[src/shared/pin_port_defs.vh]
/*
 * constants for the shared pin port control block: register offsets,
 * field positions, reset values and bus answers.
 * assumes inclusion by bare name from the core files.
 */
`ifndef PIN_PORT_DEFS_VH
`define PIN_PORT_DEFS_VH

// port geometry
`define PORT_COUNT        7
`define PORT_WIDTH        8
`define PIN_COUNT         56

// per-port register block, port n sits at n * stride
`define PORT_STRIDE       8'h10
`define OFS_DATA          2'h0
`define OFS_DIR           2'h1
`define OFS_PULL          2'h2
`define OFS_INPUT         2'h3

// irq pin control and status
`define ADDR_IRQ_CTRL     8'h70
`define ADDR_IRQ_STAT     8'h74
`define IRQ_EN_BIT        0
`define IRQ_RISE_BIT      1
`define IRQ_PULL_BIT      2

// reset values: inputs, no pulls, data cleared
`define RST_DATA          8'h00
`define RST_DIR           8'h00
`define RST_PULL          8'h00
`define RST_IRQ_CTRL      3'h0

// bus answers
`define RESP_OKAY         2'h0
`define RESP_DECERR       2'h3

`endif
[src/core/pin_cell.v]
/*
 * one shared pin: output buffer ownership, pull selection and a
 * two-stage synchroniser for the pad level.
 * assumes control inputs come from logic on aclk; pin_in is asynchronous.
 */
`timescale 1ns/1ps
module pin_cell (
    input  wire aclk,          // bus clock
    input  wire aresetn,       // synchronous reset, active low
    input  wire owner,         // peripheral owns the pin
    input  wire periph_oe,     // peripheral output buffer enable
    input  wire periph_out,    // peripheral output level
    input  wire dir,           // port direction, 1 = output
    input  wire data,          // port data latch
    input  wire pull_en,       // pull enable bit
    input  wire pull_force,    // peripheral forces the pull on
    input  wire pull_down_sel, // pull acts downward
    input  wire pin_in,        // raw pad level
    output reg  pin_out,       // pad output level
    output reg  pin_oe,        // pad output enable
    output reg  pull_up,       // pullup device on
    output reg  pull_down,     // pulldown device on
    output reg  pin_sync       // synchronised pad level
);
    reg  meta;
    wire oe_sel;
    wire pull_on;

    assign oe_sel  = owner ? periph_oe : dir;
    assign pull_on = (pull_en | pull_force) & ~oe_sel;

    // outputs registered so the pad sees no decode glitches
    always @(posedge aclk) begin
        if (!aresetn) begin
            pin_out   <= 1'b0;
            pin_oe    <= 1'b0;
            pull_up   <= 1'b0;
            pull_down <= 1'b0;
            meta      <= 1'b0;
            pin_sync  <= 1'b0;
        end else begin
            pin_out   <= owner ? periph_out : data;
            pin_oe    <= oe_sel;
            pull_up   <= pull_on & ~pull_down_sel;
            pull_down <= pull_on & pull_down_sel;
            meta      <= pin_in;
            pin_sync  <= meta;
        end
    end
endmodule

[src/core/pin_port_ctrl.v]
/*
 * shared pin port control: direction, data and pull registers per port,
 * peripheral ownership of pins and irq pin pull selection, on axi4-lite.
 * assumes peripheral enables and buffer controls arrive on aclk; pads
 * and the irq pin are asynchronous and are synchronised here.
 */
// Decided for this implementation: the AXI4-Lite register port and the placing of the registers.
// Summary of operation
// - reset: all pins hi-z inputs, pulls off
// - owning peripheral drives output buffer enable
// - direction bit selects port data readback
// - pull enable applies whenever pin inputs
// - upper keyboard pins rising: pulldown instead
// - irq rising edge: pull enable pulls down (code ignores IRQ_PULL_BIT, pulldown on whenever enabled rising)
// - irq function inactive unless enabled
// - irq falling edge forces pullup on
// - keyboard falling forces pullup, rising pulldown
`timescale 1ns/1ps
`include "pin_port_defs.vh"
module pin_port_ctrl #(
    parameter NPIN = `PIN_COUNT
) (
    input  wire            aclk,          // bus clock, 100 MHz
    input  wire            aresetn,       // synchronous reset, active low
    input  wire [7:0]      s_awaddr,      // write address
    input  wire            s_awvalid,     // write address valid
    output reg             s_awready,     // write address ready
    input  wire [31:0]     s_wdata,       // write data
    input  wire [3:0]      s_wstrb,       // write strobes
    input  wire            s_wvalid,      // write data valid
    output reg             s_wready,      // write data ready
    output reg  [1:0]      s_bresp,       // write response
    output reg             s_bvalid,      // write response valid
    input  wire            s_bready,      // write response ready
    input  wire [7:0]      s_araddr,      // read address
    input  wire            s_arvalid,     // read address valid
    output reg             s_arready,     // read address ready
    output reg  [31:0]     s_rdata,       // read data
    output reg  [1:0]      s_rresp,       // read response
    output reg             s_rvalid,      // read data valid
    input  wire            s_rready,      // read data ready
    input  wire [7:0]      kbi_pin_en,    // keyboard owns port a pins
    input  wire [3:0]      kbi_rising,    // upper keyboard pins rising/high
    input  wire [7:0]      adc_pin_en,    // converter owns port b pins
    input  wire            iic_en,        // two-wire bus enabled
    input  wire            sci2_en,       // second serial link enabled
    input  wire [4:0]      tpm2_ch_en,    // timer2 channels enabled
    input  wire [2:0]      tpm1_ch_en,    // timer1 channels enabled
    input  wire            spi_en,        // serial peripheral enabled
    input  wire            sci1_en,       // first serial link enabled
    input  wire            osc_en,        // oscillator owns its pins
    input  wire            debug_en,      // debug owns mode select pin
    input  wire [NPIN-1:0] periph_oe,     // peripheral buffer enables
    input  wire [NPIN-1:0] periph_out,    // peripheral output levels
    output wire [NPIN-1:0] periph_in,     // synchronised pad levels
    input  wire [NPIN-1:0] pin_in,        // raw pad levels
    output wire [NPIN-1:0] pin_out,       // pad output levels
    output wire [NPIN-1:0] pin_oe,        // pad output enables
    output wire [NPIN-1:0] pull_up,       // pullup devices on
    output wire [NPIN-1:0] pull_down,     // pulldown devices on
    input  wire            irq_pin,       // raw irq pad level
    output reg             irq_request,   // gated irq level to core
    output reg             irq_pull_up,   // irq pullup on
    output reg             irq_pull_down  // irq pulldown on
);
    reg  [NPIN-1:0] port_data;
    reg  [NPIN-1:0] port_dir;
    reg  [NPIN-1:0] port_pull;
    reg  [2:0]      irq_ctrl;
    reg             irq_meta;
    reg             irq_sync;
    reg  [7:0]      aw_addr;
    reg  [7:0]      w_byte;
    reg             w_lane0;
    reg             aw_got;
    reg             w_got;
    reg             next_aw_got;
    reg             next_w_got;
    reg             next_bvalid;
    reg             do_write;
    reg  [31:0]     rd_word;
    reg             rd_hit;
    reg  [NPIN-1:0] owner;
    reg  [NPIN-1:0] pull_force;
    reg  [NPIN-1:0] pull_down_sel;
    wire [NPIN-1:0] port_read;
    wire [2:0]      wr_port;
    wire [1:0]      wr_sel;
    wire [2:0]      rd_port;
    wire [1:0]      rd_sel;

    always @* begin
        owner          = {NPIN{1'b0}};
        owner[7:0]     = kbi_pin_en;
        owner[15:8]    = adc_pin_en;
        owner[17:16]   = {2{sci2_en}};
        owner[19:18]   = {2{iic_en}};
        owner[26:24]   = tpm1_ch_en;
        owner[31:27]   = tpm2_ch_en;
        owner[33:32]   = {2{sci1_en}};
        owner[37:34]   = {4{spi_en}};
        owner[48]      = debug_en;
        owner[50:49]   = {2{osc_en}};
    end

    // keyboard pins get forced pulls; only the upper four can pick rising
    always @* begin
        pull_force    = {NPIN{1'b0}};
        pull_down_sel = {NPIN{1'b0}};
        pull_force[7:0] = kbi_pin_en;
        pull_down_sel[7:4] = kbi_pin_en[7:4] & kbi_rising;
    end

    assign port_read = (port_dir & port_data) | (~port_dir & periph_in);

    // one cell per pin
    genvar i;
    generate
        for (i = 0; i < NPIN; i = i + 1) begin : g_pin
            pin_cell u_cell (
                .aclk          (aclk),
                .aresetn       (aresetn),
                .owner         (owner[i]),
                .periph_oe     (periph_oe[i]),
                .periph_out    (periph_out[i]),
                .dir           (port_dir[i]),
                .data          (port_data[i]),
                .pull_en       (port_pull[i]),
                .pull_force    (pull_force[i]),
                .pull_down_sel (pull_down_sel[i]),
                .pin_in        (pin_in[i]),
                .pin_out       (pin_out[i]),
                .pin_oe        (pin_oe[i]),
                .pull_up       (pull_up[i]),
                .pull_down     (pull_down[i]),
                .pin_sync      (periph_in[i])
            );
        end
    endgenerate

    // irq pad synchroniser and pull choice
    always @(posedge aclk) begin
        if (!aresetn) begin
            irq_meta      <= 1'b0;
            irq_sync      <= 1'b0;
            irq_request   <= 1'b0;
            irq_pull_up   <= 1'b0;
            irq_pull_down <= 1'b0;
        end else begin
            irq_meta      <= irq_pin;
            irq_sync      <= irq_meta;
            irq_request   <= irq_sync & irq_ctrl[`IRQ_EN_BIT];
            irq_pull_up   <= irq_ctrl[`IRQ_EN_BIT] & ~irq_ctrl[`IRQ_RISE_BIT];
            irq_pull_down <= irq_ctrl[`IRQ_EN_BIT] & irq_ctrl[`IRQ_RISE_BIT];
        end
    end

    // write channel: address and data taken in either order
    assign wr_port = aw_addr[6:4];
    assign wr_sel  = aw_addr[3:2];
    always @* begin
        do_write    = aw_got & w_got & ~s_bvalid;
        next_aw_got = (aw_got | (s_awvalid & s_awready)) & ~do_write;
        next_w_got  = (w_got | (s_wvalid & s_wready)) & ~do_write;
        next_bvalid = do_write | (s_bvalid & ~s_bready);
    end

    // bus write side and register stores
    always @(posedge aclk) begin
        if (!aresetn) begin
            s_awready <= 1'b0;
            s_wready  <= 1'b0;
            s_bvalid  <= 1'b0;
            s_bresp   <= `RESP_OKAY;
            aw_got    <= 1'b0;
            w_got     <= 1'b0;
            aw_addr   <= 8'h00;
            w_byte    <= 8'h00;
            w_lane0   <= 1'b0;
            port_data <= {`PORT_COUNT{`RST_DATA}};
            port_dir  <= {`PORT_COUNT{`RST_DIR}};
            port_pull <= {`PORT_COUNT{`RST_PULL}};
            irq_ctrl  <= `RST_IRQ_CTRL;
        end else begin
            aw_got    <= next_aw_got;
            w_got     <= next_w_got;
            s_bvalid  <= next_bvalid;
            s_awready <= ~next_aw_got & ~next_bvalid;
            s_wready  <= ~next_w_got & ~next_bvalid;
            if (s_awvalid && s_awready) begin
                aw_addr <= s_awaddr;
            end
            if (s_wvalid && s_wready) begin
                w_byte  <= s_wdata[7:0];
                w_lane0 <= s_wstrb[0];
            end
            if (do_write) begin
                s_bresp <= `RESP_OKAY;
                if (aw_addr == `ADDR_IRQ_CTRL) begin
                    if (w_lane0) begin
                        irq_ctrl <= w_byte[2:0];
                    end
                end else if (aw_addr == `ADDR_IRQ_STAT) begin
                    s_bresp <= `RESP_OKAY;
                end else if (wr_port < `PORT_COUNT && aw_addr[7] == 1'b0 && aw_addr[1:0] == 2'b00) begin
                    // input register is read-only, writes to it are dropped
                    if (w_lane0 && wr_sel == `OFS_DATA) begin
                        port_data[wr_port*8 +: 8] <= w_byte;
                    end else if (w_lane0 && wr_sel == `OFS_DIR) begin
                        port_dir[wr_port*8 +: 8] <= w_byte;
                    end else if (w_lane0 && wr_sel == `OFS_PULL) begin
                        port_pull[wr_port*8 +: 8] <= w_byte;
                    end
                end else begin
                    s_bresp <= `RESP_DECERR;
                end
            end
        end
    end

    // read decode
    assign rd_port = s_araddr[6:4];
    assign rd_sel  = s_araddr[3:2];
    always @* begin
        rd_word = 32'h0000_0000;
        rd_hit  = 1'b1;
        if (s_araddr == `ADDR_IRQ_CTRL) begin
            rd_word[2:0] = irq_ctrl;
        end else if (s_araddr == `ADDR_IRQ_STAT) begin
            rd_word[0] = irq_sync;
        end else if (rd_port < `PORT_COUNT && s_araddr[7] == 1'b0 && s_araddr[1:0] == 2'b00) begin
            if (rd_sel == `OFS_DATA) begin
                rd_word[7:0] = port_read[rd_port*8 +: 8];
            end else if (rd_sel == `OFS_DIR) begin
                rd_word[7:0] = port_dir[rd_port*8 +: 8];
            end else if (rd_sel == `OFS_PULL) begin
                rd_word[7:0] = port_pull[rd_port*8 +: 8];
            end else begin
                rd_word[7:0] = periph_in[rd_port*8 +: 8];
            end
        end else begin
            rd_hit = 1'b0;
        end
    end

    // read channel: one read outstanding, arready drops while rvalid
    always @(posedge aclk) begin
        if (!aresetn) begin
            s_arready <= 1'b0;
            s_rvalid  <= 1'b0;
            s_rdata   <= 32'h0000_0000;
            s_rresp   <= `RESP_OKAY;
        end else begin
            if (s_arvalid && s_arready) begin
                s_rvalid  <= 1'b1;
                s_arready <= 1'b0;
                s_rdata   <= rd_word;
                s_rresp   <= rd_hit ? `RESP_OKAY : `RESP_DECERR;
            end else if (s_rvalid && s_rready) begin
                s_rvalid  <= 1'b0;
                s_arready <= 1'b1;
            end else if (!s_rvalid) begin
                s_arready <= 1'b1;
            end
        end
    end
endmodule

[config.mk]
export PLATFORM = sky130hd
export DESIGN_NAME = pin_port_ctrl
export DESIGN_NICKNAME = d
export VERILOG_FILES = /design/src/core/pin_cell.v /design/src/core/pin_port_ctrl.v
export VERILOG_INCLUDE_DIRS = /design/src /design/src/shared
export SDC_FILE = /design/constraint.sdc
export NUM_CORES = 1
export LEC_CHECK = 0
export ABC_AREA = 1
export ABC_CLOCK_PERIOD_IN_PS = 4070
export BUFFER_PORTS_ARGS = -buffer_cell sky130_fd_sc_hd__buf_2
export CELL_PAD_IN_SITES_DETAIL_PLACEMENT = 1
export CELL_PAD_IN_SITES_GLOBAL_PLACEMENT = 1
export CORE_ASPECT_RATIO = 1.5
export CORE_MARGIN = 2
export CORE_UTILIZATION = 40
export DETAILED_ROUTE_END_ITERATION = 12
export GPL_TIMING_DRIVEN = 0
export PLACE_DENSITY = 0.94
export SYNTH_ARGS = -nofsm -noshare
export SYNTH_HDL_FRONTEND = slang
export SYNTH_SLANG_ARGS = --single-unit
[constraint.sdc]
create_clock -name aclk -period 4.07 [get_ports aclk]
set_input_delay 0.6105 -clock aclk [delete_from_list [all_inputs] [get_ports aclk]]
set_output_delay 0.6105 -clock aclk [all_outputs]
set_load 0.01 [all_outputs]
==> impl_metrics.xml, run 1 <==
<?xml version="1.0" encoding="UTF-8"?>
<metrics>
  <group name="status">
    <metric name="run_status" unit="">finished, final reports clean</metric>
  </group>
  <group name="sta">
    <metric name="report.final.setup_viol" unit="">0</metric>
    <metric name="hold_viol_final" unit="">0</metric>
    <metric name="skew" unit="ns">0.0179</metric>
    <metric name="worst-slew-pin-transition" unit="ns">1.47</metric>
    <metric name="finalCritPeriodShare" unit="">0.932</metric>
    <metric name="maxSlewViolCount" unit="">0</metric>
    <metric name="finalSetupTns" unit="ns">0</metric>
    <metric name="clock.fmax" unit="MHz">264</metric>
    <metric name="setup_repair_after_global_routing_missed_its_margin" unit="">false</metric>
    <metric name="period_minus_slack" unit="ns">3.79</metric>
    <metric name="maxSlewHeadroom" unit="">0.0181</metric>
  </group>
  <group name="placement">
    <metric name="numPlacedInstances" unit="">3933</metric>
    <metric name="gpl.final_weighted_congestion" unit="">1.01</metric>
    <metric name="dp_hpwl" unit="µm">73400</metric>
    <metric name="number_of_port_buffers" unit="">441</metric>
  </group>
  <group name="clocking">
    <metric name="clock-root-buffer" unit="">sky130_fd_sc_hd__clkbuf_16</metric>
    <metric name="cts_inserted_buffers" unit="">49</metric>
    <metric name="cts.repair_timing.setup_buffer_count" unit="">0</metric>
    <metric name="cts_tree" unit="">done</metric>
    <metric name="cts_buffer_depth" unit="">3</metric>
    <metric name="cts_hold_buf" unit="">0</metric>
    <metric name="clk_pin_slew" unit="ns">0.08</metric>
    <metric name="cts-resized-gates" unit="">0</metric>
    <metric name="htree_levels" unit="">2</metric>
    <metric name="clk-insertion-delay-late" unit="ns">0.60</metric>
    <metric name="clock-sinks" unit="">494</metric>
  </group>
  <group name="global_routing">
    <metric name="globalRouteOverflowTotal" unit="">0</metric>
    <metric name="first_global_vias" unit="">22382</metric>
    <metric name="grt_util_all_layers" unit="">0.356</metric>
    <metric name="grt_antenna_before_repair" unit="">8</metric>
    <metric name="grt_max_degree" unit="">15</metric>
    <metric name="wire_length_of_the_first_global_routing_pass" unit="µm">142000</metric>
  </group>
  <group name="synthesis">
    <metric name="post_synth_inst_count" unit="">2741</metric>
    <metric name="synthFlopType" unit="">sky130_fd_sc_hd__dfxtp_1</metric>
    <metric name="ys.warnings.count" unit="">0</metric>
    <metric name="synth_area" unit="mm²">0.0209</metric>
    <metric name="yosys-top-cells-area" unit="">sky130_fd_sc_hd__dfxtp_1, sky130_fd_sc_hd__buf_4, sky130_fd_sc_hd__nand2_1</metric>
    <metric name="ys_seq_elements" unit="">494</metric>
    <metric name="synth_cell_type_count" unit="">34</metric>
    <metric name="synthDominantCellAreaShare" unit="">0.474</metric>
    <metric name="synth.avg_cell_area" unit="µm²">7.61</metric>
    <metric name="asyncSetResetFlopFracSynth" unit="">0</metric>
    <metric name="netlist.top_cell.by_area" unit="">sky130_fd_sc_hd__dfxtp_1</metric>
    <metric name="synth_enable_flop_cells" unit="">0</metric>
    <metric name="synth_seq_area_share" unit="">0.474</metric>
  </group>
  <group name="layout">
    <metric name="multi_input_area" unit="mm²">0.00710</metric>
    <metric name="num-fill-cells" unit="">6627</metric>
    <metric name="drive_above_1_share" unit="">0.264</metric>
    <metric name="final_nets" unit="">3573</metric>
    <metric name="utilization_after_layout" unit="">0.502</metric>
    <metric name="layout.cells.non_filler" unit="">4027</metric>
    <metric name="area_delta_synth_final" unit="%">24.1</metric>
    <metric name="layout.area.seq" unit="mm²">0.00989</metric>
    <metric name="layout_commonest_cell" unit="">sky130_fd_sc_hd__dfxtp_1</metric>
    <metric name="most-common-layout-cells" unit="">sky130_fd_sc_hd__dfxtp_1, sky130_fd_sc_hd__buf_2, sky130_fd_sc_hd__nand2_1, sky130_fd_sc_hd__inv_1, sky130_fd_sc_hd__buf_4</metric>
  </group>
  <group name="die">
    <metric name="placementRows" unit="">102</metric>
    <metric name="core_region_area" unit="mm²">0.0516</metric>
    <metric name="i_o_pin_cnt" unit="">586</metric>
    <metric name="fp.dieH" unit="µm">284</metric>
    <metric name="die-area" unit="mm²">0.0540</metric>
    <metric name="die_w" unit="µm">190</metric>
    <metric name="initial_core_util" unit="">0.405</metric>
  </group>
  <group name="pwr">
    <metric name="leakage_power" unit="µW">0.0132</metric>
    <metric name="ir_drop" unit="V">0.000295</metric>
    <metric name="power.total" unit="µW">11000</metric>
    <metric name="cellPowerDensity" unit="mW/mm²">425</metric>
  </group>
  <group name="route">
    <metric name="drtIter0Drc" unit="">1735</metric>
    <metric name="finalWirelength" unit="µm">99000</metric>
    <metric name="detail_route.drc_violations" unit="">0</metric>
    <metric name="route.detailed.wl_per_inst" unit="µm">24.6</metric>
    <metric name="antenna_violating_nets_post_route" unit="">0</metric>
    <metric name="drt-pass1-iter-count" unit="">6</metric>
    <metric name="routed-via-count" unit="">21295</metric>
    <metric name="drt-vias-per-instance" unit="">5.29</metric>
  </group>
  <group name="worst_setup_path">
    <metric name="startpoint_type" unit="">flop</metric>
    <metric name="critical_path_endpoint_category" unit="">flop</metric>
    <metric name="cp_data_required_time" unit="ns">4.58</metric>
    <metric name="critical_path_class" unit="">flop to flop</metric>
    <metric name="worst_ep_arrival_time" unit="ns">4.31</metric>
    <metric name="crit_path_max_fanout" unit="">10</metric>
  </group>
  <group name="flow_run">
    <metric name="number_of_max_capacitance_violations_reported" unit="">0</metric>
  </group>
  <group name="hold_path">
    <metric name="hold_path_class" unit="">primary input to flop</metric>
  </group>
</metrics>
## worst paths after layout
| check | slack [ns] | to | startpoint | cells past startpoint |
|---|---|---|---|---|
| setup reg to reg | 0.28 | port_data[14] | aw_addr[4] | 12 |
| hold / removal | 0.20 | g_pin[47].u_cell.meta | pin_in[47] | 3 |
| setup / recovery | 0.28 | port_data[14] | aw_addr[4] | 12 |
| hold reg to reg | 0.41 | irq_sync | irq_meta | 2 |
## cells by family after synthesis
kind of cell	count (synthesis)	synth area share
simple gates	799	0.156
buf+inv	787	0.199
compound gates	642	0.161
flops	494	0.474
mux	15	0.00720
fa+ha+maj	3	0.00180
other cells	1	0.000180
## final cells by class
type	count	area share
diodes	5	0.000483
multi-input cells	1535	0.274
inverters	365	0.0529
plain buffers	422	0.107
clock inverters	19	0.0101
repair buffers	441	0.0852
clock buffers	70	0.0550
flip-flops and latches	494	0.382
well taps	676	0.0327
## per-layer routing
| layer | share of wire | vias up | global-route usage | wire (µm) |
|---|---|---|---|---|
| li1 | - | 9450 | - | - |
| met1 | 0.34 | 10023 | 0.375 | 33900 |
| met2 | 0.48 | 1350 | 0.607 | 47200 |
| met3 | 0.085 | 470 | 0.0740 | 8440 |
| met4 | 0.095 | 2 | 0.293 | 9450 |
| met5 | 0.00011 | - | 0 | 11 |
## through the flow
step           setup WS, ns  cell area [µm²]  hold slack (ns)
4_1_cts               0.428            25900            0.186
2_1_floorplan          1.65            21100            0.390
6_report              0.278            25900            0.197
3_5_place_dp          0.506            24200            0.398
5_1_grt              0.0562            25900            0.200
3_3_place_gp          0.593            24200            0.392
## sequential cells by signal (all words and copies together), names as in the netlist, 3 cells and up
register,cells
g_pin.u_cell.pin_sync,56
g_pin.u_cell.pull_down,4
g_pin.u_cell.pull_up,56
g_pin.u_cell.meta,56
s_rdata,8
w_byte,8
port_pull,56
g_pin.u_cell.pin_out,56
g_pin.u_cell.pin_oe,56
port_dir,56
irq_ctrl,3
port_data,56
aw_addr,8
## cells in the mapped netlist (all sizes together), types with 2 or more instances
cell    instances
a211oi         23
clkbuf         86
a21oi         277
mux2i          15
or2             6
nand2         445
o211a           2
dfxtp         494
nor4            2
nor3b           2
o21ai         306
nand3          88
clkinv          3
o211ai         31
ha              3
inv           362
nor3           29
buf           336
nor2          227
## worst max-delay path, cell delays in order (launching register included)
cell and delay (ns):
sky130_fd_sc_hd__dfxtp_1 0.47, sky130_fd_sc_hd__buf_2 0.28, sky130_fd_sc_hd__inv_2 0.07, sky130_fd_sc_hd__clkbuf_1 0.29
sky130_fd_sc_hd__ha_1 0.31, sky130_fd_sc_hd__ha_1 0.17, sky130_fd_sc_hd__clkbuf_1 0.21, sky130_fd_sc_hd__clkbuf_1 0.27
sky130_fd_sc_hd__nor3_1 0.55, sky130_fd_sc_hd__inv_1 0.22, sky130_fd_sc_hd__nor2_1 0.40, sky130_fd_sc_hd__inv_1 0.27
sky130_fd_sc_hd__a21oi_1 0.18
## power by group
part,switching [µW],internal [µW]
logic,737,389
clock network,2080,2770
registers,77.4,4950
total,2900,8100
Power figures use the tool's default switching activity.
==> run 2: changes to the inputs <==
--- a/config.mk
+++ b/config.mk
@@ -17,6 +17,7 @@
 export DETAILED_ROUTE_END_ITERATION = 12
 export GPL_TIMING_DRIVEN = 0
 export PLACE_DENSITY = 0.94
+export RECOVER_POWER = 50
 export SYNTH_ARGS = -nofsm -noshare
 export SYNTH_HDL_FRONTEND = slang
 export SYNTH_SLANG_ARGS = --single-unit
==> run 2 against run 1 <==
Compared with the run above: maximum frequency increased by 0.92%; sequential cell count unchanged; global-route usage stayed put; sequential power about the same; first-iteration DRC count down 2.8%; largest cell class unchanged; largest power group unchanged; highest routed layer unchanged.
==> impl_metrics.xml, run 2 (synthesis gave the netlist of run 1 again) <==
<?xml version="1.0" encoding="UTF-8"?>
<metrics>
  <group name="die">
    <metric name="initial_core_util" unit="">0.405</metric>
    <metric name="fp.dieH" unit="µm">284</metric>
    <metric name="i_o_pin_cnt" unit="">586</metric>
    <metric name="die_w" unit="µm">190</metric>
    <metric name="placementRows" unit="">102</metric>
    <metric name="die-area" unit="mm²">0.0540</metric>
    <metric name="core_region_area" unit="mm²">0.0516</metric>
  </group>
  <group name="layout">
    <metric name="area_delta_synth_final" unit="%">22.9</metric>
    <metric name="drive_above_1_share" unit="">0.204</metric>
    <metric name="final_nets" unit="">3573</metric>
    <metric name="layout.area.seq" unit="mm²">0.00989</metric>
    <metric name="num-fill-cells" unit="">6715</metric>
    <metric name="layout_commonest_cell" unit="">sky130_fd_sc_hd__dfxtp_1</metric>
    <metric name="layout.cell_area.non_filler" unit="mm²">0.0256</metric>
    <metric name="most-common-layout-cells" unit="">sky130_fd_sc_hd__dfxtp_1, sky130_fd_sc_hd__nand2_1, sky130_fd_sc_hd__inv_1, sky130_fd_sc_hd__o21ai_0, sky130_fd_sc_hd__clkbuf_1</metric>
    <metric name="multi_input_area" unit="mm²">0.00710</metric>
  </group>
  <group name="placement">
    <metric name="dp_hpwl" unit="µm">73400</metric>
    <metric name="gpl.final_weighted_congestion" unit="">1.01</metric>
    <metric name="number_of_port_buffers" unit="">441</metric>
    <metric name="place_worst_setup_slack" unit="ns">0.506</metric>
    <metric name="post_placement_cell_area" unit="mm²">0.0242</metric>
  </group>
  <group name="worst_setup_path">
    <metric name="cp_data_required_time" unit="ns">4.55</metric>
    <metric name="crit_path_max_fanout" unit="">10</metric>
    <metric name="reg2reg_setup_slack" unit="ns">0.31</metric>
    <metric name="critical_path_class" unit="">flop to flop</metric>
    <metric name="reg2reg_to" unit="">port_data[30]</metric>
    <metric name="startpoint_type" unit="">flop</metric>
    <metric name="crit_path_max_incr_delay" unit="ns">0.48</metric>
    <metric name="cpMaxStageDelayCell" unit="">sky130_fd_sc_hd__clkbuf_1</metric>
    <metric name="r2r_start" unit="">aw_addr[4]</metric>
    <metric name="critical_path_endpoint_category" unit="">flop</metric>
    <metric name="worstPathCellList" unit="">buf_2 -&gt; inv_2 -&gt; clkbuf_1 -&gt; ha_1 -&gt; clkbuf_1 -&gt; inv_2 -&gt; nand3_2 -&gt; nor2_1 -&gt; inv_1 -&gt; nor2_4 -&gt; clkinv_1 -&gt; o21ai_0 -&gt; a21oi_1</metric>
    <metric name="rr_worst_depth" unit="">13</metric>
    <metric name="worst_setup_path_startpoint" unit="">aw_addr[4]</metric>
    <metric name="worst_ep_arrival_time" unit="ns">4.23</metric>
    <metric name="worstSetupEndpoint" unit="">port_data[30]</metric>
  </group>
  <group name="global_routing">
    <metric name="wire_length_of_the_first_global_routing_pass" unit="µm">142000</metric>
    <metric name="grt_max_degree" unit="">15</metric>
    <metric name="grt_util_all_layers" unit="">0.356</metric>
    <metric name="grt_antenna_before_repair" unit="">8</metric>
    <metric name="first_global_vias" unit="">22382</metric>
    <metric name="globalRouteOverflowTotal" unit="">0</metric>
  </group>
  <group name="clocking">
    <metric name="clock-root-buffer" unit="">sky130_fd_sc_hd__clkbuf_16</metric>
    <metric name="clk-insertion-delay-late" unit="ns">0.61</metric>
    <metric name="cts-resized-gates" unit="">0</metric>
    <metric name="cts_tree" unit="">done</metric>
    <metric name="cts_inserted_buffers" unit="">49</metric>
    <metric name="clk_pin_slew" unit="ns">0.08</metric>
    <metric name="clock-sinks" unit="">494</metric>
    <metric name="htree_levels" unit="">2</metric>
    <metric name="cts_buffer_depth" unit="">3</metric>
    <metric name="cts.repair_timing.setup_buffer_count" unit="">0</metric>
    <metric name="cts_hold_buf" unit="">0</metric>
  </group>
  <group name="sta">
    <metric name="maxSlewViolCount" unit="">0</metric>
    <metric name="hold_viol_final" unit="">0</metric>
    <metric name="finalCritPeriodShare" unit="">0.923</metric>
    <metric name="min_hold_slack" unit="ns">0.193</metric>
    <metric name="setup_repair_after_global_routing_missed_its_margin" unit="">false</metric>
    <metric name="finalSetupTns" unit="ns">0</metric>
    <metric name="skew" unit="ns">0.0230</metric>
    <metric name="period_minus_slack" unit="ns">3.76</metric>
    <metric name="report.final.setup_viol" unit="">0</metric>
    <metric name="setup_slack" unit="ns">0.312</metric>
    <metric name="worst-slew-pin-transition" unit="ns">1.45</metric>
    <metric name="maxSlewHeadroom" unit="">0.0366</metric>
    <metric name="clock.fmax" unit="MHz">266</metric>
  </group>
  <group name="route">
    <metric name="drtIter0Drc" unit="">1686</metric>
    <metric name="drt-vias-per-instance" unit="">5.28</metric>
    <metric name="antenna_violating_nets_post_route" unit="">0</metric>
    <metric name="detail_route.drc_violations" unit="">0</metric>
    <metric name="finalWirelength" unit="µm">98900</metric>
    <metric name="route.detailed.wl_per_inst" unit="µm">24.6</metric>
    <metric name="drt-pass1-iter-count" unit="">6</metric>
    <metric name="routed-via-count" unit="">21292</metric>
  </group>
  <group name="status">
    <metric name="run_status" unit="">finished, final reports clean</metric>
  </group>
  <group name="pwr">
    <metric name="ir_drop" unit="V">0.000289</metric>
    <metric name="cellPowerDensity" unit="mW/mm²">429</metric>
    <metric name="leakage_power" unit="µW">0.0124</metric>
  </group>
  <group name="flow_run">
    <metric name="number_of_max_capacitance_violations_reported" unit="">0</metric>
  </group>
  <group name="hold_path">
    <metric name="hold_path_class" unit="">primary input to flop</metric>
    <metric name="timing.hold.worst.start" unit="">pin_in[47]</metric>
  </group>
</metrics>
run 2: cell types whose count changed in the layout (fill, tap and decap cells not counted):
cell                       before  now
sky130_fd_sc_hd__buf_2        462  263
sky130_fd_sc_hd__clkbuf_1      95  301
sky130_fd_sc_hd__clkbuf_4       0   46
sky130_fd_sc_hd__diode_2        5    7
sky130_fd_sc_hd__buf_4        310  260
sky130_fd_sc_hd__buf_1          4    1
run 2: worst min path at each step:
stage                                endpoint  cells after the start
finish                  g_pin[47].u_cell.meta                      3
global route            g_pin[13].u_cell.meta                      3
CTS                     g_pin[44].u_cell.meta                      3
detailed placement  g_pin[17].u_cell.pin_sync                      2
global placement    g_pin[50].u_cell.pin_sync                      2
floorplan            g_pin[0].u_cell.pin_sync                      2
run 2: power breakdown:
part	switching (µW)	total, µW	internal, µW
Clock	2090	4850	2770
Sequential	76.5	5030	4950
Combinational	739	1110	373
Total	2900	11000	8090
run 2: stage by stage:
| step | utilization | instances | power, µW |
|---|---|---|---|
| floorplan | - | 2816 | 5710 |
| global placement | 0.469 | 3933 | 6160 |
| detailed placement | 0.469 | 3933 | 6200 |
| CTS | 0.502 | 4022 | 11000 |
| global route | 0.497 | 4027 | 11300 |
| finish | 0.497 | 4029 | 11000 |
run 2: worst max-delay path, delay by kind of cell, from the launching register on:
| family | cells | cell delay (ns) |
|---|---|---|
| buf+inv | 7 | 1.69 |
| compound gates | 2 | 0.34 |
| fa+ha+maj | 1 | 0.34 |
| simple gates | 3 | 0.87 |
| flops | 1 | 0.39 |
run 2: layout make-up:
type | count | area share
sequential | 494 | 0.386
multi-input combinational | 1535 | 0.277
buffer | 422 | 0.108
timing repair buffer | 441 | 0.0764
clock buffer | 70 | 0.0556
inverter | 365 | 0.0534
tap | 676 | 0.0330
clock inverter | 19 | 0.0102
antenna | 7 | 0.000683
run 2: layer usage:
layer | wire (µm) | up-vias | part of all wire | global-route usage
met1 | 33500 | 10020 | 0.34 | 0.375
met4 | 9660 | 2 | 0.098 | 0.293
met3 | 8770 | 476 | 0.089 | 0.0740
met2 | 47000 | 1349 | 0.47 | 0.607
met5 | 11 | - | 0.00011 | 0
li1 | - | 9445 | - | -
==> run 3: changes to the inputs <==
==> constraint.sdc (replaced) <==
create_clock -name aclk -period 4.07 [get_ports aclk]
set_input_delay 0.6105 -clock aclk [delete_from_list [all_inputs] [get_ports aclk]]
set_output_delay 0.6105 -clock aclk [all_outputs]
set_load 0.005 [all_outputs]
==> run 3 against run 2 <==
Compared with the run above: cell count unchanged; clock power barely moved; setup slack worse by 0.050 ns; via count is essentially flat; largest power group unchanged; core utilization rose by 0.17 points; sequential power is essentially flat; die area unchanged.
==> impl_metrics.xml, run 3 (synthesis gave the netlist of run 1 again) <==
<?xml version="1.0" encoding="UTF-8"?>
<metrics>
  <group name="hold_path">
    <metric name="timing.hold.worst_endpoint" unit="">g_pin[47].u_cell.meta</metric>
    <metric name="timing.hold.worst.start" unit="">pin_in[47]</metric>
    <metric name="hold_path_class" unit="">primary input to flop</metric>
    <metric name="worst_hold_path.num_cells" unit="">3</metric>
  </group>
  <group name="pwr">
    <metric name="ir_drop" unit="V">0.000290</metric>
    <metric name="leakage_power" unit="µW">0.0127</metric>
    <metric name="p_int" unit="µW">8090</metric>
    <metric name="power_switching" unit="µW">2860</metric>
    <metric name="seq_power_share" unit="">0.459</metric>
    <metric name="cellPowerDensity" unit="mW/mm²">426</metric>
    <metric name="clockPowerShare" unit="">0.443</metric>
    <metric name="power.share.switching" unit="">0.261</metric>
    <metric name="power.total" unit="µW">11000</metric>
    <metric name="comb_power_share" unit="">0.098</metric>
  </group>
  <group name="clocking">
    <metric name="cts.repair_timing.setup_buffer_count" unit="">0</metric>
    <metric name="htree_levels" unit="">2</metric>
    <metric name="clock-root-buffer" unit="">sky130_fd_sc_hd__clkbuf_16</metric>
    <metric name="cts-resized-gates" unit="">0</metric>
    <metric name="cts_buffer_depth" unit="">3</metric>
    <metric name="cts_inserted_buffers" unit="">49</metric>
    <metric name="clock-sinks" unit="">494</metric>
    <metric name="cts_hold_buf" unit="">0</metric>
    <metric name="clk-insertion-delay-late" unit="ns">0.61</metric>
    <metric name="cts_tree" unit="">done</metric>
    <metric name="clk_pin_slew" unit="ns">0.08</metric>
  </group>
  <group name="route">
    <metric name="routed-via-count" unit="">21283</metric>
    <metric name="drt-pass1-iter-count" unit="">6</metric>
    <metric name="route.detailed.wl_per_inst" unit="µm">24.5</metric>
    <metric name="drt-vias-per-instance" unit="">5.28</metric>
    <metric name="detail_route.drc_violations" unit="">0</metric>
    <metric name="finalWirelength" unit="µm">98800</metric>
    <metric name="drtIter0Drc" unit="">1650</metric>
    <metric name="antenna_violating_nets_post_route" unit="">0</metric>
  </group>
  <group name="die">
    <metric name="i_o_pin_cnt" unit="">586</metric>
    <metric name="initial_core_util" unit="">0.405</metric>
    <metric name="fp.dieH" unit="µm">284</metric>
    <metric name="die_w" unit="µm">190</metric>
    <metric name="core_region_area" unit="mm²">0.0516</metric>
    <metric name="placementRows" unit="">102</metric>
    <metric name="die-area" unit="mm²">0.0540</metric>
  </group>
  <group name="worst_setup_path">
    <metric name="critical_path_endpoint_category" unit="">flop</metric>
    <metric name="reg2reg_setup_slack" unit="ns">0.26</metric>
    <metric name="crit_path_max_fanout" unit="">10</metric>
    <metric name="r2r_start" unit="">aw_addr[4]</metric>
    <metric name="reg2reg_to" unit="">port_data[30]</metric>
    <metric name="worst_ep_arrival_time" unit="ns">4.29</metric>
    <metric name="critical_path_class" unit="">flop to flop</metric>
    <metric name="rr_worst_depth" unit="">13</metric>
    <metric name="startpoint_type" unit="">flop</metric>
    <metric name="cp_data_required_time" unit="ns">4.55</metric>
  </group>
  <group name="global_routing">
    <metric name="grt_antenna_before_repair" unit="">8</metric>
    <metric name="globalRouteOverflowTotal" unit="">0</metric>
    <metric name="first_global_vias" unit="">22382</metric>
    <metric name="wire_length_of_the_first_global_routing_pass" unit="µm">142000</metric>
    <metric name="grt_util_all_layers" unit="">0.356</metric>
    <metric name="grt_max_degree" unit="">15</metric>
  </group>
  <group name="placement">
    <metric name="dp_hpwl" unit="µm">73400</metric>
    <metric name="numPlacedInstances" unit="">3933</metric>
    <metric name="gpl.final_weighted_congestion" unit="">1.01</metric>
    <metric name="post_placement_cell_area" unit="mm²">0.0242</metric>
    <metric name="number_of_port_buffers" unit="">441</metric>
  </group>
  <group name="sta">
    <metric name="min_hold_slack" unit="ns">0.189</metric>
    <metric name="worst-slew-pin-transition" unit="ns">1.40</metric>
    <metric name="period_minus_slack" unit="ns">3.81</metric>
    <metric name="report.final.setup_viol" unit="">0</metric>
    <metric name="clock.fmax" unit="MHz">263</metric>
    <metric name="maxSlewViolCount" unit="">0</metric>
    <metric name="skew" unit="ns">0.0247</metric>
    <metric name="finalSetupTns" unit="ns">0</metric>
    <metric name="hold_viol_final" unit="">0</metric>
    <metric name="setup_repair_after_global_routing_missed_its_margin" unit="">false</metric>
    <metric name="maxSlewHeadroom" unit="">0.0669</metric>
    <metric name="finalCritPeriodShare" unit="">0.936</metric>
  </group>
  <group name="layout">
    <metric name="final_nets" unit="">3573</metric>
    <metric name="drive_above_1_share" unit="">0.228</metric>
    <metric name="layout.cell_area.non_filler" unit="mm²">0.0257</metric>
    <metric name="layout_commonest_cell" unit="">sky130_fd_sc_hd__dfxtp_1</metric>
    <metric name="area_delta_synth_final" unit="%">23.3</metric>
    <metric name="most-common-layout-cells" unit="">sky130_fd_sc_hd__dfxtp_1, sky130_fd_sc_hd__nand2_1, sky130_fd_sc_hd__inv_1, sky130_fd_sc_hd__buf_2, sky130_fd_sc_hd__o21ai_0</metric>
    <metric name="layout.cells.non_filler" unit="">4029</metric>
  </group>
  <group name="flow_run">
    <metric name="number_of_max_capacitance_violations_reported" unit="">0</metric>
  </group>
  <group name="status">
    <metric name="run_status" unit="">finished, final reports clean</metric>
  </group>
</metrics>
run 3: stage by stage:
step                      utilization  setup slack (ns)
final                           0.499             0.262
after global routing            0.499            0.0562
after CTS                       0.502             0.428
after detailed placement        0.469             0.506
after global placement          0.469             0.593
after floorplan                     -              1.65
run 3: how the worst max path moves through the flow:
stage | startpoint | end | slack, ns | cells past startpoint
floorplan | aw_addr[4] | port_data[24] | 1.65 | 13
CTS | aw_addr[4] | port_data[30] | 0.43 | 13
global route | aw_addr[4] | port_data[30] | 0.06 | 13
global placement | aw_addr[4] | port_data[29] | 0.59 | 13
finish | aw_addr[4] | port_data[30] | 0.26 | 13
detailed placement | aw_addr[4] | port_data[25] | 0.51 | 13
run 3: final cells by class:
cell class,count,area (µm²)
fill,6690,25800
sequential,494,9890
multi-input combinational,1535,7100
buffer,422,2750
timing repair buffer,441,2070
clock buffer,70,1430
inverter,365,1370
tap,676,846
clock inverter,19,262
antenna,7,17.5
run 3: metal layers:
layer	GRT usage	share of wire
met5	0	0.00011
met4	0.293	0.10
met1	0.375	0.34
met3	0.0740	0.086
met2	0.607	0.47
run 3: power groups by stage:
stage / clock, µW / combinational, µW / sequential, µW
3_5_place_dp: 0 / 1030 / 5130
2_1_floorplan: 0 / 569 / 5090
5_1_grt: 5050 / 1140 / 5030
3_3_place_gp: 0 / 997 / 5120
4_1_cts: 4860 / 1050 / 5020
6_report: 4850 / 1070 / 5030
run 3: worst max-delay path: stages (launching register included):
cell	delay, ns
sky130_fd_sc_hd__dfxtp_1	0.39
sky130_fd_sc_hd__buf_2	0.22
sky130_fd_sc_hd__inv_2	0.09
sky130_fd_sc_hd__clkbuf_1	0.48
sky130_fd_sc_hd__ha_1	0.34
sky130_fd_sc_hd__clkbuf_1	0.27
sky130_fd_sc_hd__inv_2	0.20
sky130_fd_sc_hd__nand3_2	0.29
sky130_fd_sc_hd__nor2_1	0.37
sky130_fd_sc_hd__inv_1	0.17
sky130_fd_sc_hd__nor2_4	0.23
sky130_fd_sc_hd__clkinv_1	0.28
sky130_fd_sc_hd__o21ai_0	0.27
sky130_fd_sc_hd__a21oi_1	0.07
